### config.mk
export PLATFORM = sky130hd
export DESIGN_NAME = smaf_top
export DESIGN_NICKNAME = d
export VERILOG_FILES = /design/src/smaf_pkg.sv /design/src/smaf_section_lookup.sv /design/src/smaf_cfg_regs.sv /design/src/smaf_top.sv
export VERILOG_INCLUDE_DIRS = /design/src
export SDC_FILE = /design/constraint.sdc
export NUM_CORES = 2
export LEC_CHECK = 0
export BUFFER_PORTS_ARGS = -buffer_cell sky130_fd_sc_hd__buf_2
export CAP_MARGIN = 20
export CORE_AREA = 2 2 681 344
export DETAILED_ROUTE_END_ITERATION = 16
export DIE_AREA = 0 0 683 346
export GPL_TIMING_DRIVEN = 1
export MAX_ROUTING_LAYER = met4
export PLACE_DENSITY = 0.52
export SYNTH_ARGS = -nofsm -noshare
export SYNTH_HDL_FRONTEND = slang
export SYNTH_SLANG_ARGS = --single-unit
### constraint.sdc
create_clock -name clk -period 45.8 [get_ports clk]
set_input_delay 2.29 -clock clk [delete_from_list [all_inputs] [get_ports clk]]
set_output_delay 2.29 -clock clk [all_outputs]
set_load 0.02 [all_outputs]
### src/smaf_defs.svh
// constants for the secure memory access filter: offsets, field positions, reset values
// assumes inclusion by every design file that needs them; definitions only
// Function
// - each cache line keeps its security attribute
// - non-secure read hit on secure line is miss; a write still updates the line
// - such read misses fill, pass errors, never allocate
// - control register takes secure writes only
// - auxiliary register takes secure writes only; bit 26 gates lockdown
// - non-secure maintenance spares secure lines
// - non-secure debug register access gets DECERR
// - memory split into 64 MB sections, one bit each; only the lowest 32 (SECT_COUNT) have a bit, the rest are secure only
// - section bit zero means secure only
// - section bit one means non-secure region
// - secure reaches all; non-secure only non-secure
// - non-secure access to secure section gets DECERR
// - blocked writes reach memory fully masked
// - blocked reads return all zero data
// - all section bits reset to zero
`ifndef SMAF_DEFS_SVH
`define SMAF_DEFS_SVH

`define SMAF_SECT_SHIFT      26
`define SMAF_SECT_RESET      32'h0000_0000
`define SMAF_RESP_OKAY       2'h0
`define SMAF_RESP_DECERR     2'h3
`define SMAF_CFG_SEL_LSB     2
`define SMAF_CFG_CTRL        2'h0
`define SMAF_CFG_AUX         2'h1
`define SMAF_CFG_LOCK        2'h2
`define SMAF_CFG_DEBUG       2'h3
`define SMAF_CTRL_EN_BIT     0
`define SMAF_AUX_NS_LOCK_BIT 26
`define SMAF_CTRL_RESET      32'h0000_0000
`define SMAF_AUX_RESET       32'h0000_0000
`define SMAF_LOCK_RESET      32'h0000_0000
`define SMAF_DEBUG_RESET     32'h0000_0000
`define SMAF_STRB_ALL        4'hf
`define SMAF_STRB_NONE       4'h0

`endif

### src/smaf_pkg.sv
// types shared by the secure memory access filter
// assumes nothing of its surroundings
`default_nettype none

package smaf_pkg;

    typedef logic [31:0] smaf_word_type;
    typedef logic [1:0]  smaf_resp_type;

    typedef enum logic [2:0] {
        SMAF_OP_READ,
        SMAF_OP_WRITE,
        SMAF_OP_INV,
        SMAF_OP_INV_ALL,
        SMAF_OP_CFG_RD,
        SMAF_OP_CFG_WR
    } smaf_op_type;

    typedef struct packed {
        logic          valid;
        smaf_op_type   op;
        logic          ns;
        smaf_word_type addr;
        smaf_word_type wdata;
    } smaf_up_req_type;

    typedef struct packed {
        logic          valid;
        smaf_resp_type resp;
        smaf_word_type rdata;
    } smaf_up_rsp_type;

    typedef struct packed {
        logic          valid;
        logic          write;
        logic          ns;
        smaf_word_type addr;
        smaf_word_type wdata;
        logic [3:0]    wstrb;
    } smaf_mem_req_type;

    typedef struct packed {
        logic          valid;
        smaf_resp_type resp;
        smaf_word_type rdata;
    } smaf_mem_rsp_type;

endpackage

`default_nettype wire

### src/smaf_section_lookup.sv
// section security lookup for one access
// assumes the section bits come from a register in the caller
`include "smaf_defs.svh"
`default_nettype none

module smaf_section_lookup #(
    parameter int SECT_COUNT = 32
) (
    input  wire logic [SECT_COUNT-1:0] sect_ns,
    input  wire smaf_pkg::smaf_word_type addr,
    input  wire logic                  ns,
    output logic                       deny
);
    import smaf_pkg::*;

    smaf_word_type sect_index;
    logic          sect_open;

    always_comb begin
        sect_index = addr >> `SMAF_SECT_SHIFT;
        sect_open  = 1'b0;
        if (sect_index < SECT_COUNT) begin
            sect_open = sect_ns[sect_index];
        end
        deny = ns && !sect_open;
    end

endmodule

`default_nettype wire

### src/smaf_cfg_regs.sv
// cache configuration registers with security-checked access
// assumes one access pulse at a time from the cache controller
`include "smaf_defs.svh"
`default_nettype none

module smaf_cfg_regs (
    input  wire logic                    clk,
    input  wire logic                    rst,
    input  wire logic                    acc_valid,
    input  wire logic                    acc_write,
    input  wire logic                    acc_ns,
    input  wire logic [1:0]              acc_sel,
    input  wire smaf_pkg::smaf_word_type acc_wdata,
    output smaf_pkg::smaf_word_type      rd_data,
    output smaf_pkg::smaf_resp_type      rd_resp,
    output logic                         cache_en,
    output logic                         ns_lock_en
);
    import smaf_pkg::*;

    smaf_word_type ctrl;
    smaf_word_type aux;
    smaf_word_type lock;
    smaf_word_type debug;
    smaf_word_type next_ctrl;
    smaf_word_type next_aux;
    smaf_word_type next_lock;
    smaf_word_type next_debug;
    logic          wr;

    always_comb begin
        wr         = acc_valid && acc_write;
        next_ctrl  = ctrl;
        next_aux   = aux;
        next_lock  = lock;
        next_debug = debug;
        rd_resp    = `SMAF_RESP_OKAY;
        rd_data    = '0;
        unique case (acc_sel)
            `SMAF_CFG_CTRL: begin
                rd_data = ctrl;
                if (wr && !acc_ns) begin
                    next_ctrl = acc_wdata;
                end
            end
            `SMAF_CFG_AUX: begin
                rd_data = aux;
                if (wr && !acc_ns) begin
                    next_aux = acc_wdata;
                end
            end
            `SMAF_CFG_LOCK: begin
                rd_data = lock;
                if (wr && (!acc_ns || aux[`SMAF_AUX_NS_LOCK_BIT])) begin
                    next_lock = acc_wdata;
                end
            end
            `SMAF_CFG_DEBUG: begin
                if (acc_ns) begin
                    rd_resp = `SMAF_RESP_DECERR;
                end else begin
                    rd_data = debug;
                    if (wr) begin
                        next_debug = acc_wdata;
                    end
                end
            end
        endcase
    end

    always_ff @(posedge clk or posedge rst) begin
        if (rst) begin
            ctrl  <= `SMAF_CTRL_RESET;
            aux   <= `SMAF_AUX_RESET;
            lock  <= `SMAF_LOCK_RESET;
            debug <= `SMAF_DEBUG_RESET;
        end else begin
            ctrl  <= next_ctrl;
            aux   <= next_aux;
            lock  <= next_lock;
            debug <= next_debug;
        end
    end

    assign cache_en   = ctrl[`SMAF_CTRL_EN_BIT];
    assign ns_lock_en = aux[`SMAF_AUX_NS_LOCK_BIT];

endmodule

`default_nettype wire

### src/smaf_top.sv
// security-tagged cache and section filter on the path to external memory
// assumes one outstanding upstream request and a memory that answers each request once
`include "smaf_defs.svh"
`default_nettype none

module smaf_top #(
    parameter int LINES      = 16,
    parameter int SECT_COUNT = 32
) (
    input  wire logic                      clk,
    input  wire logic                      rst,
    input  wire smaf_pkg::smaf_up_req_type up_req,
    output logic                           up_ready,
    output smaf_pkg::smaf_up_rsp_type      up_rsp,
    output smaf_pkg::smaf_mem_req_type     mem_req,
    input  wire logic                      mem_ready,
    input  wire smaf_pkg::smaf_mem_rsp_type mem_rsp,
    input  wire logic                      sect_load,
    input  wire logic [SECT_COUNT-1:0]     sect_value,
    output logic                           cache_enabled,
    output logic                           ns_lockdown_enabled
);
    import smaf_pkg::*;

    localparam int IDX_W = $clog2(LINES);
    localparam int TAG_W = 30 - IDX_W;

    typedef enum {
        ST_IDLE,
        ST_MEM_REQ,
        ST_MEM_RSP
    } smaf_state_type;

    smaf_state_type   state;
    smaf_state_type   next_state;
    smaf_up_req_type  cur;
    smaf_up_req_type  next_cur;
    logic             cur_deny;
    logic             next_cur_deny;
    logic             cur_alloc;
    logic             next_cur_alloc;
    logic             next_up_ready;
    smaf_up_rsp_type  next_up_rsp;
    smaf_mem_req_type next_mem_req;
    logic [SECT_COUNT-1:0] sect_ns;
    logic [SECT_COUNT-1:0] next_sect_ns;

    logic             line_valid [LINES];
    logic             line_ns    [LINES];
    logic [TAG_W-1:0] line_tag   [LINES];
    smaf_word_type    line_data  [LINES];
    logic             next_line_valid [LINES];
    logic             next_line_ns    [LINES];
    logic [TAG_W-1:0] next_line_tag   [LINES];
    smaf_word_type    next_line_data  [LINES];

    logic             take;
    logic [IDX_W-1:0] req_idx;
    logic [TAG_W-1:0] req_tag;
    logic [IDX_W-1:0] cur_idx;
    logic [TAG_W-1:0] cur_tag;
    logic             tag_match;
    logic             hit;
    logic             secure_clash;
    logic             req_deny;
    logic             cache_en;
    logic             ns_lock_en;
    logic             cfg_valid;
    smaf_word_type    cfg_rdata;
    smaf_resp_type    cfg_resp;

    smaf_section_lookup #(
        .SECT_COUNT (SECT_COUNT)
    ) u_lookup (
        .sect_ns (sect_ns),
        .addr    (up_req.addr),
        .ns      (up_req.ns),
        .deny    (req_deny)
    );

    smaf_cfg_regs u_cfg (
        .clk        (clk),
        .rst        (rst),
        .acc_valid  (cfg_valid),
        .acc_write  (up_req.op == SMAF_OP_CFG_WR),
        .acc_ns     (up_req.ns),
        .acc_sel    (up_req.addr[`SMAF_CFG_SEL_LSB +: 2]),
        .acc_wdata  (up_req.wdata),
        .rd_data    (cfg_rdata),
        .rd_resp    (cfg_resp),
        .cache_en   (cache_en),
        .ns_lock_en (ns_lock_en)
    );

    // lookup of the incoming request
    always_comb begin
        take         = up_req.valid && up_ready;
        req_idx      = up_req.addr[IDX_W+1:2];
        req_tag      = up_req.addr[31:IDX_W+2];
        cur_idx      = cur.addr[IDX_W+1:2];
        cur_tag      = cur.addr[31:IDX_W+2];
        tag_match    = line_valid[req_idx] && (line_tag[req_idx] == req_tag);
        hit          = cache_en && tag_match && (line_ns[req_idx] == up_req.ns);
        secure_clash = tag_match && up_req.ns && !line_ns[req_idx];
        cfg_valid    = take && (up_req.op == SMAF_OP_CFG_RD || up_req.op == SMAF_OP_CFG_WR);
    end

    // section control bits
    always_comb begin
        next_sect_ns = sect_ns;
        if (sect_load) begin
            next_sect_ns = sect_value;
        end
    end

    always_ff @(posedge clk or posedge rst) begin
        if (rst) begin
            sect_ns <= SECT_COUNT'(`SMAF_SECT_RESET);
        end else begin
            sect_ns <= next_sect_ns;
        end
    end

    // request sequencing and cache lines
    always_comb begin
        next_state     = state;
        next_cur       = cur;
        next_cur_deny  = cur_deny;
        next_cur_alloc = cur_alloc;
        next_up_ready  = up_ready;
        next_up_rsp    = '0;
        next_mem_req   = mem_req;
        for (int i = 0; i < LINES; i++) begin
            next_line_valid[i] = line_valid[i];
            next_line_ns[i]    = line_ns[i];
            next_line_tag[i]   = line_tag[i];
            next_line_data[i]  = line_data[i];
        end
        unique case (state)
            ST_IDLE: begin
                next_up_ready = 1'b1;
                if (take) begin
                    next_up_ready = 1'b0;
                    next_cur      = up_req;
                    next_cur_deny = req_deny;
                    unique case (up_req.op)
                        SMAF_OP_READ: begin
                            if (req_deny) begin
                                next_up_rsp.valid = 1'b1;
                                next_up_rsp.resp  = `SMAF_RESP_DECERR;
                                next_up_rsp.rdata = '0;
                            end else if (hit) begin
                                next_up_rsp.valid = 1'b1;
                                next_up_rsp.resp  = `SMAF_RESP_OKAY;
                                next_up_rsp.rdata = line_data[req_idx];
                            end else begin
                                next_mem_req.valid = 1'b1;
                                next_mem_req.write = 1'b0;
                                next_mem_req.ns    = up_req.ns;
                                next_mem_req.addr  = up_req.addr;
                                next_mem_req.wdata = '0;
                                next_mem_req.wstrb = `SMAF_STRB_NONE;
                                next_cur_alloc     = cache_en && !secure_clash;
                                next_state         = ST_MEM_REQ;
                            end
                        end
                        SMAF_OP_WRITE: begin
                            if (tag_match && !req_deny) begin
                                next_line_data[req_idx] = up_req.wdata;
                            end
                            next_mem_req.valid = 1'b1;
                            next_mem_req.write = 1'b1;
                            next_mem_req.ns    = up_req.ns;
                            next_mem_req.addr  = up_req.addr;
                            next_mem_req.wdata = req_deny ? '0 : up_req.wdata;
                            next_mem_req.wstrb = req_deny ? `SMAF_STRB_NONE : `SMAF_STRB_ALL;
                            next_cur_alloc     = 1'b0;
                            next_state         = ST_MEM_REQ;
                        end
                        SMAF_OP_INV: begin
                            if (tag_match && !secure_clash) begin
                                next_line_valid[req_idx] = 1'b0;
                            end
                            next_up_rsp.valid = 1'b1;
                            next_up_rsp.resp  = `SMAF_RESP_OKAY;
                        end
                        SMAF_OP_INV_ALL: begin
                            for (int i = 0; i < LINES; i++) begin
                                if (!(up_req.ns && !line_ns[i])) begin
                                    next_line_valid[i] = 1'b0;
                                end
                            end
                            next_up_rsp.valid = 1'b1;
                            next_up_rsp.resp  = `SMAF_RESP_OKAY;
                        end
                        SMAF_OP_CFG_RD,
                        SMAF_OP_CFG_WR: begin
                            next_up_rsp.valid = 1'b1;
                            next_up_rsp.resp  = cfg_resp;
                            next_up_rsp.rdata = (up_req.op == SMAF_OP_CFG_RD) ? cfg_rdata : '0;
                        end
                        default: begin
                            next_up_rsp.valid = 1'b1;
                            next_up_rsp.resp  = `SMAF_RESP_DECERR;
                        end
                    endcase
                end
            end
            ST_MEM_REQ: begin
                if (mem_ready) begin
                    next_mem_req.valid = 1'b0;
                    next_state         = ST_MEM_RSP;
                end
            end
            ST_MEM_RSP: begin
                if (mem_rsp.valid) begin
                    next_up_rsp.valid = 1'b1;
                    next_up_rsp.resp  = cur_deny ? `SMAF_RESP_DECERR : mem_rsp.resp;
                    next_up_rsp.rdata = (cur_deny || cur.op == SMAF_OP_WRITE) ? '0
                                                                               : mem_rsp.rdata;
                    if (cur_alloc && mem_rsp.resp == `SMAF_RESP_OKAY) begin
                        next_line_valid[cur_idx] = 1'b1;
                        next_line_ns[cur_idx]    = cur.ns;
                        next_line_tag[cur_idx]   = cur_tag;
                        next_line_data[cur_idx]  = mem_rsp.rdata;
                    end
                    next_up_ready = 1'b1;
                    next_state    = ST_IDLE;
                end
            end
        endcase
    end

    always_ff @(posedge clk or posedge rst) begin
        if (rst) begin
            state     <= ST_IDLE;
            cur       <= '0;
            cur_deny  <= 1'b0;
            cur_alloc <= 1'b0;
            up_ready  <= 1'b0;
            up_rsp    <= '0;
            mem_req   <= '0;
            for (int i = 0; i < LINES; i++) begin
                line_valid[i] <= 1'b0;
                line_ns[i]    <= 1'b0;
                line_tag[i]   <= '0;
                line_data[i]  <= '0;
            end
        end else begin
            state     <= next_state;
            cur       <= next_cur;
            cur_deny  <= next_cur_deny;
            cur_alloc <= next_cur_alloc;
            up_ready  <= next_up_ready;
            up_rsp    <= next_up_rsp;
            mem_req   <= next_mem_req;
            for (int i = 0; i < LINES; i++) begin
                line_valid[i] <= next_line_valid[i];
                line_ns[i]    <= next_line_ns[i];
                line_tag[i]   <= next_line_tag[i];
                line_data[i]  <= next_line_data[i];
            end
        end
    end

    // status flags, copies of the configuration bits
    always_ff @(posedge clk or posedge rst) begin
        if (rst) begin
            cache_enabled       <= 1'b0;
            ns_lockdown_enabled <= 1'b0;
        end else begin
            cache_enabled       <= cache_en;
            ns_lockdown_enabled <= ns_lock_en;
        end
    end

endmodule

`default_nettype wire

==> results.md <==
- Run status: completed
- Number of warnings reported in the yosys synthesis log: 0
- Overall die area: 0.2363 mm²
- Kind of end point of the critical path: flop
- Die span in y: 346 µm
- Total standard cell area after synthesis: 0.06204 mm²
- Placed cells: 7714
- Actual transition at the worst max-transition pin: 1216 ps
- Arrival time worst endpoint: 9030 ps
- Static Leak: 32.16 nW
- Final-layout setup total negative slack: 0 ps
- Clock Path Buffers: 3
- Top-area cell type share of the netlist area: 50.98%
- Dominant register cell in the synthesized netlist: sky130_fd_sc_hd__dfrtp_1
- Synthesis-stage register bit count: 1264
- Filler-free cell count of the finished design: 7964
- Worst relative slew slack: 17.89%
- Final period util: 18.27%
- Critical Path Fanout Max: 54
- Mean cell area of the mapped netlist: 13.22 µm²
- Worst-case clock skew: 38.67 ps
- HPWL Detailed: 138300 µm
- Area taken by flip-flops and latches: 0.03163 mm²
- Number of buffers created by CTS: 135
- RSZ-0062 raised after global routing: false
- Crit path cell chain: buf_8, buf_4, buf_4, mux4_2, o311ai_0, buf_2, o41ai_1, and4_1, nand4_4, a21oi_4, buf_4, mux2_2
- Final count of negative-setup-slack endpoints: 0
- Post-CTS Setup Inserts: 0
- Biggest area contributors in the synthesized netlist: sky130_fd_sc_hd__dfrtp_1 51%, sky130_fd_sc_hd__mux2_2 18%, sky130_fd_sc_hd__mux4_2 8.5%
- Net count after synthesis: 4836
- Largest delay share family, worst path: buffers and inverters
- Peak supply drop: 0.00003891 V
- Area post-placement: 0.06639 mm²
- CTS Root Cell: sky130_fd_sc_hd__clkbuf_16
- H-Tree Level Count: 4
- IO Count: 249
- Library cells used by synthesis: 69
- Worst endpoint required time: 46460 ps
- WHS: 475.9 ps
- Max Fclk: 0.1195 GHz
- Std-Cell Rows: 125
- Worst setup path category: primary input to flop
- Post_cts resized: 0
- Hold crit path type: flop to flop
- Pin count of the biggest net entering global routing: 170
- Crit-path max cell delay: 970 ps
- Post-Layout Inst Area: 0.07100 mm²
- Number of enable-type register cells in the synthesized netlist: 0
- DRC violations left: 0
- Cts-stage hold buffer count: 0
- Number of DRC markers in iteration 0: 4550
- Clock latency on the worst-skew pair: 800 ps
- Vias after detailed routing: 44150
- Layout cell share with drive strength beyond 1: 38.96%
- Post-Syn Instances: 4693
- Async SR Flop Fraction: 100.0%
- Clock tree from TritonCTS: built
- Most frequently used cell type in the post-synthesis netlist: sky130_fd_sc_hd__dfrtp_1
- Filler instances: 23050
- Wire length of the first global-routing pass: 328600 µm
- Ratio of routed vias to standard cells: 5.544
- Clock slew at the register clock pins of the worst setup and hold paths: 60 ps
- Port bufs: 248
- Final Wtd Congestion: 0.8648
- Total Routed Length: 227500 µm
- Critical Path Source Type: primary input
- Area inside the core boundary: 0.2307 mm²
- Most used cell, CP: sky130_fd_sc_hd__buf_4
- Number of max-slew violations in the final report: 0
- Vias in the first global route: 44370
- Cell type with the largest total area after synthesis: sky130_fd_sc_hd__dfrtp_1
- Post-route minimum period: 8366 ps
- Most numerous cell types in the synthesized netlist: 1264 x sky130_fd_sc_hd__dfrtp_1, 1012 x sky130_fd_sc_hd__mux2_2, 475 x sky130_fd_sc_hd__o22ai_1
- Total clock sinks: 1264
- Detailed Routing Iterations Pass 1: 5
- Drt wl/cell: 28.57 µm
- Layout area overhead: 14.43%
- Library cell contributing the largest single delay on the critical path: sky130_fd_sc_hd__o41ai_1
- Total Routing Usage GR: 19.45%
- Starting density of the core: 26.89%
- Number of nets with antenna violations after detailed routing: 0
- Overflow after GRT: 0
- Max-cap violations: 0
- Power per Cell Area: 45.31 mW/mm²
- Share of synthesized area occupied by flip-flops and latches: 50.98%
- Number of buffer and inverter instances along the worst setup path: 5
- Area used by multi-input combinational logic: 0.02832 mm²
- Die width: 683 µm
- Number of failing hold endpoints at the final stage: 0
- Final net count: 4886
- Total chip power: 3.217 mW
- Initial antenna violation count: 24
-- layout by cell type, fill, tap and decap left out, types with 7 or more instances in the layout --
cell type	count
sky130_fd_sc_hd__o22ai_1	475
sky130_fd_sc_hd__a31oi_1	11
sky130_fd_sc_hd__nand2_1	163
sky130_fd_sc_hd__a22o_1	12
sky130_fd_sc_hd__inv_6	7
sky130_fd_sc_hd__mux2_2	1012
sky130_fd_sc_hd__clkbuf_8	22
sky130_fd_sc_hd__dfrtp_1	1264
sky130_fd_sc_hd__buf_2	245
sky130_fd_sc_hd__clkinv_2	13
sky130_fd_sc_hd__nand2_2	18
sky130_fd_sc_hd__a22oi_1	88
sky130_fd_sc_hd__xnor2_1	17
sky130_fd_sc_hd__nor2b_1	10
sky130_fd_sc_hd__nand3_1	18
sky130_fd_sc_hd__inv_1	83
sky130_fd_sc_hd__o21ai_0	83
sky130_fd_sc_hd__nor2_1	74
sky130_fd_sc_hd__or3_1	8
sky130_fd_sc_hd__o22a_1	16
sky130_fd_sc_hd__mux4_2	233
sky130_fd_sc_hd__nor3_1	26
sky130_fd_sc_hd__nand4_1	9
sky130_fd_sc_hd__clkbuf_1	35
sky130_fd_sc_hd__xor2_1	13
sky130_fd_sc_hd__bufinv_16	10
sky130_fd_sc_hd__a21oi_1	79
sky130_fd_sc_hd__a221oi_1	38
sky130_fd_sc_hd__clkbuf_16	142
sky130_fd_sc_hd__a21oi_4	15
sky130_fd_sc_hd__nand2b_1	11
sky130_fd_sc_hd__o2bb2ai_1	32
sky130_fd_sc_hd__diode_2	9
sky130_fd_sc_hd__mux2i_1	177
sky130_fd_sc_hd__and2_1	7
sky130_fd_sc_hd__buf_4	113
sky130_fd_sc_hd__mux2_1	138
sky130_fd_sc_hd__nand3_2	11
-- report_power, final --
| part | internal (mW) | leakage [nW] | total (mW) | switching [mW] |
|---|---|---|---|---|
| logic | 0.236 | 12.7 | 0.693 | 0.458 |
| registers | 1.25 | 17.3 | 1.38 | 0.131 |
| clock network | 0.661 | 2.20 | 1.14 | 0.482 |
-- final cells by class --
class / instances / share of cell area [%]
diodes: 9 / 0.03172
multi-input cells: 2885 / 39.88
flip-flops and latches: 1264 / 44.55
well taps: 3111 / 5.483
inverters: 88 / 0.4811
clock buffers: 199 / 5.617
repair buffers: 369 / 3.213
clock inverters: 39 / 0.7384
-- through the flow --
step / util (%) / worst slack [ps]
global placement: 28.75 / 36750
global route: 30.77 / 37470
CTS: 30.73 / 37730
floorplan: - / 7889
detailed placement: 28.78 / 36900
finish: 30.78 / 37430
-- worst paths after layout --
kind | startpoint | to | slack (ps) | depth (start not counted)
setup / recovery | up_req[35] | line_data[139]$_DFFE_PP0P_ | 37430 | 12
hold / removal | mem_req[54]$_DFFE_PP0P_ | mem_req[54]$_DFFE_PP0P_ | 480 | 1
setup reg to reg | line_tag[54]$_DFFE_PP0P_ | line_data[139]$_DFFE_PP0P_ | 40320 | 10
hold reg to reg | mem_req[54]$_DFFE_PP0P_ | mem_req[54]$_DFFE_PP0P_ | 480 | 1
max in group asynchronous | rst | line_data[96]$_DFFE_PP0P_ | 38950 | 7
min in group asynchronous | rst | mem_req[36]$_DFFE_PP0P_ | 1700 | 2
-- sequential cells by signal, indices dropped and copies added, names as in the netlist --
register,flops
line_ns,16
cache_enabled,1
u_cfg.ctrl,32
cur_deny,1
u_cfg.debug,32
cur,34
state,2
u_cfg.lock,32
up_ready,1
line_data,512
cur_alloc,1
up_rsp,35
line_tag,416
sect_ns,32
ns_lockdown_enabled,1
u_cfg.aux,32
mem_req,68
line_valid,16
-- cells by family after synthesis --
family / count (synthesis) / share of synthesized area (%)
fa+ha+maj: 3 / 0.06051
xor+xnor: 30 / 0.4235
mux: 1560 / 32.19
buf+inv: 544 / 3.803
flops: 1264 / 50.98
compound gates: 900 / 9.676
simple gates: 392 / 2.870
-- layer usage --
| metal | wire length [µm] | vias up | GRT usage (%) |
|---|---|---|---|
| met1 | 108400 | 23780 | 29.12 |
| met2 | 92120 | 2101 | 25.72 |
| met5 | 0 | - | - |
| li1 | - | 17890 | - |
| met4 | 6173 | 0 | 5.604 |
| met3 | 20840 | 386 | 4.439 |
(Power assumes the default switching activity.)
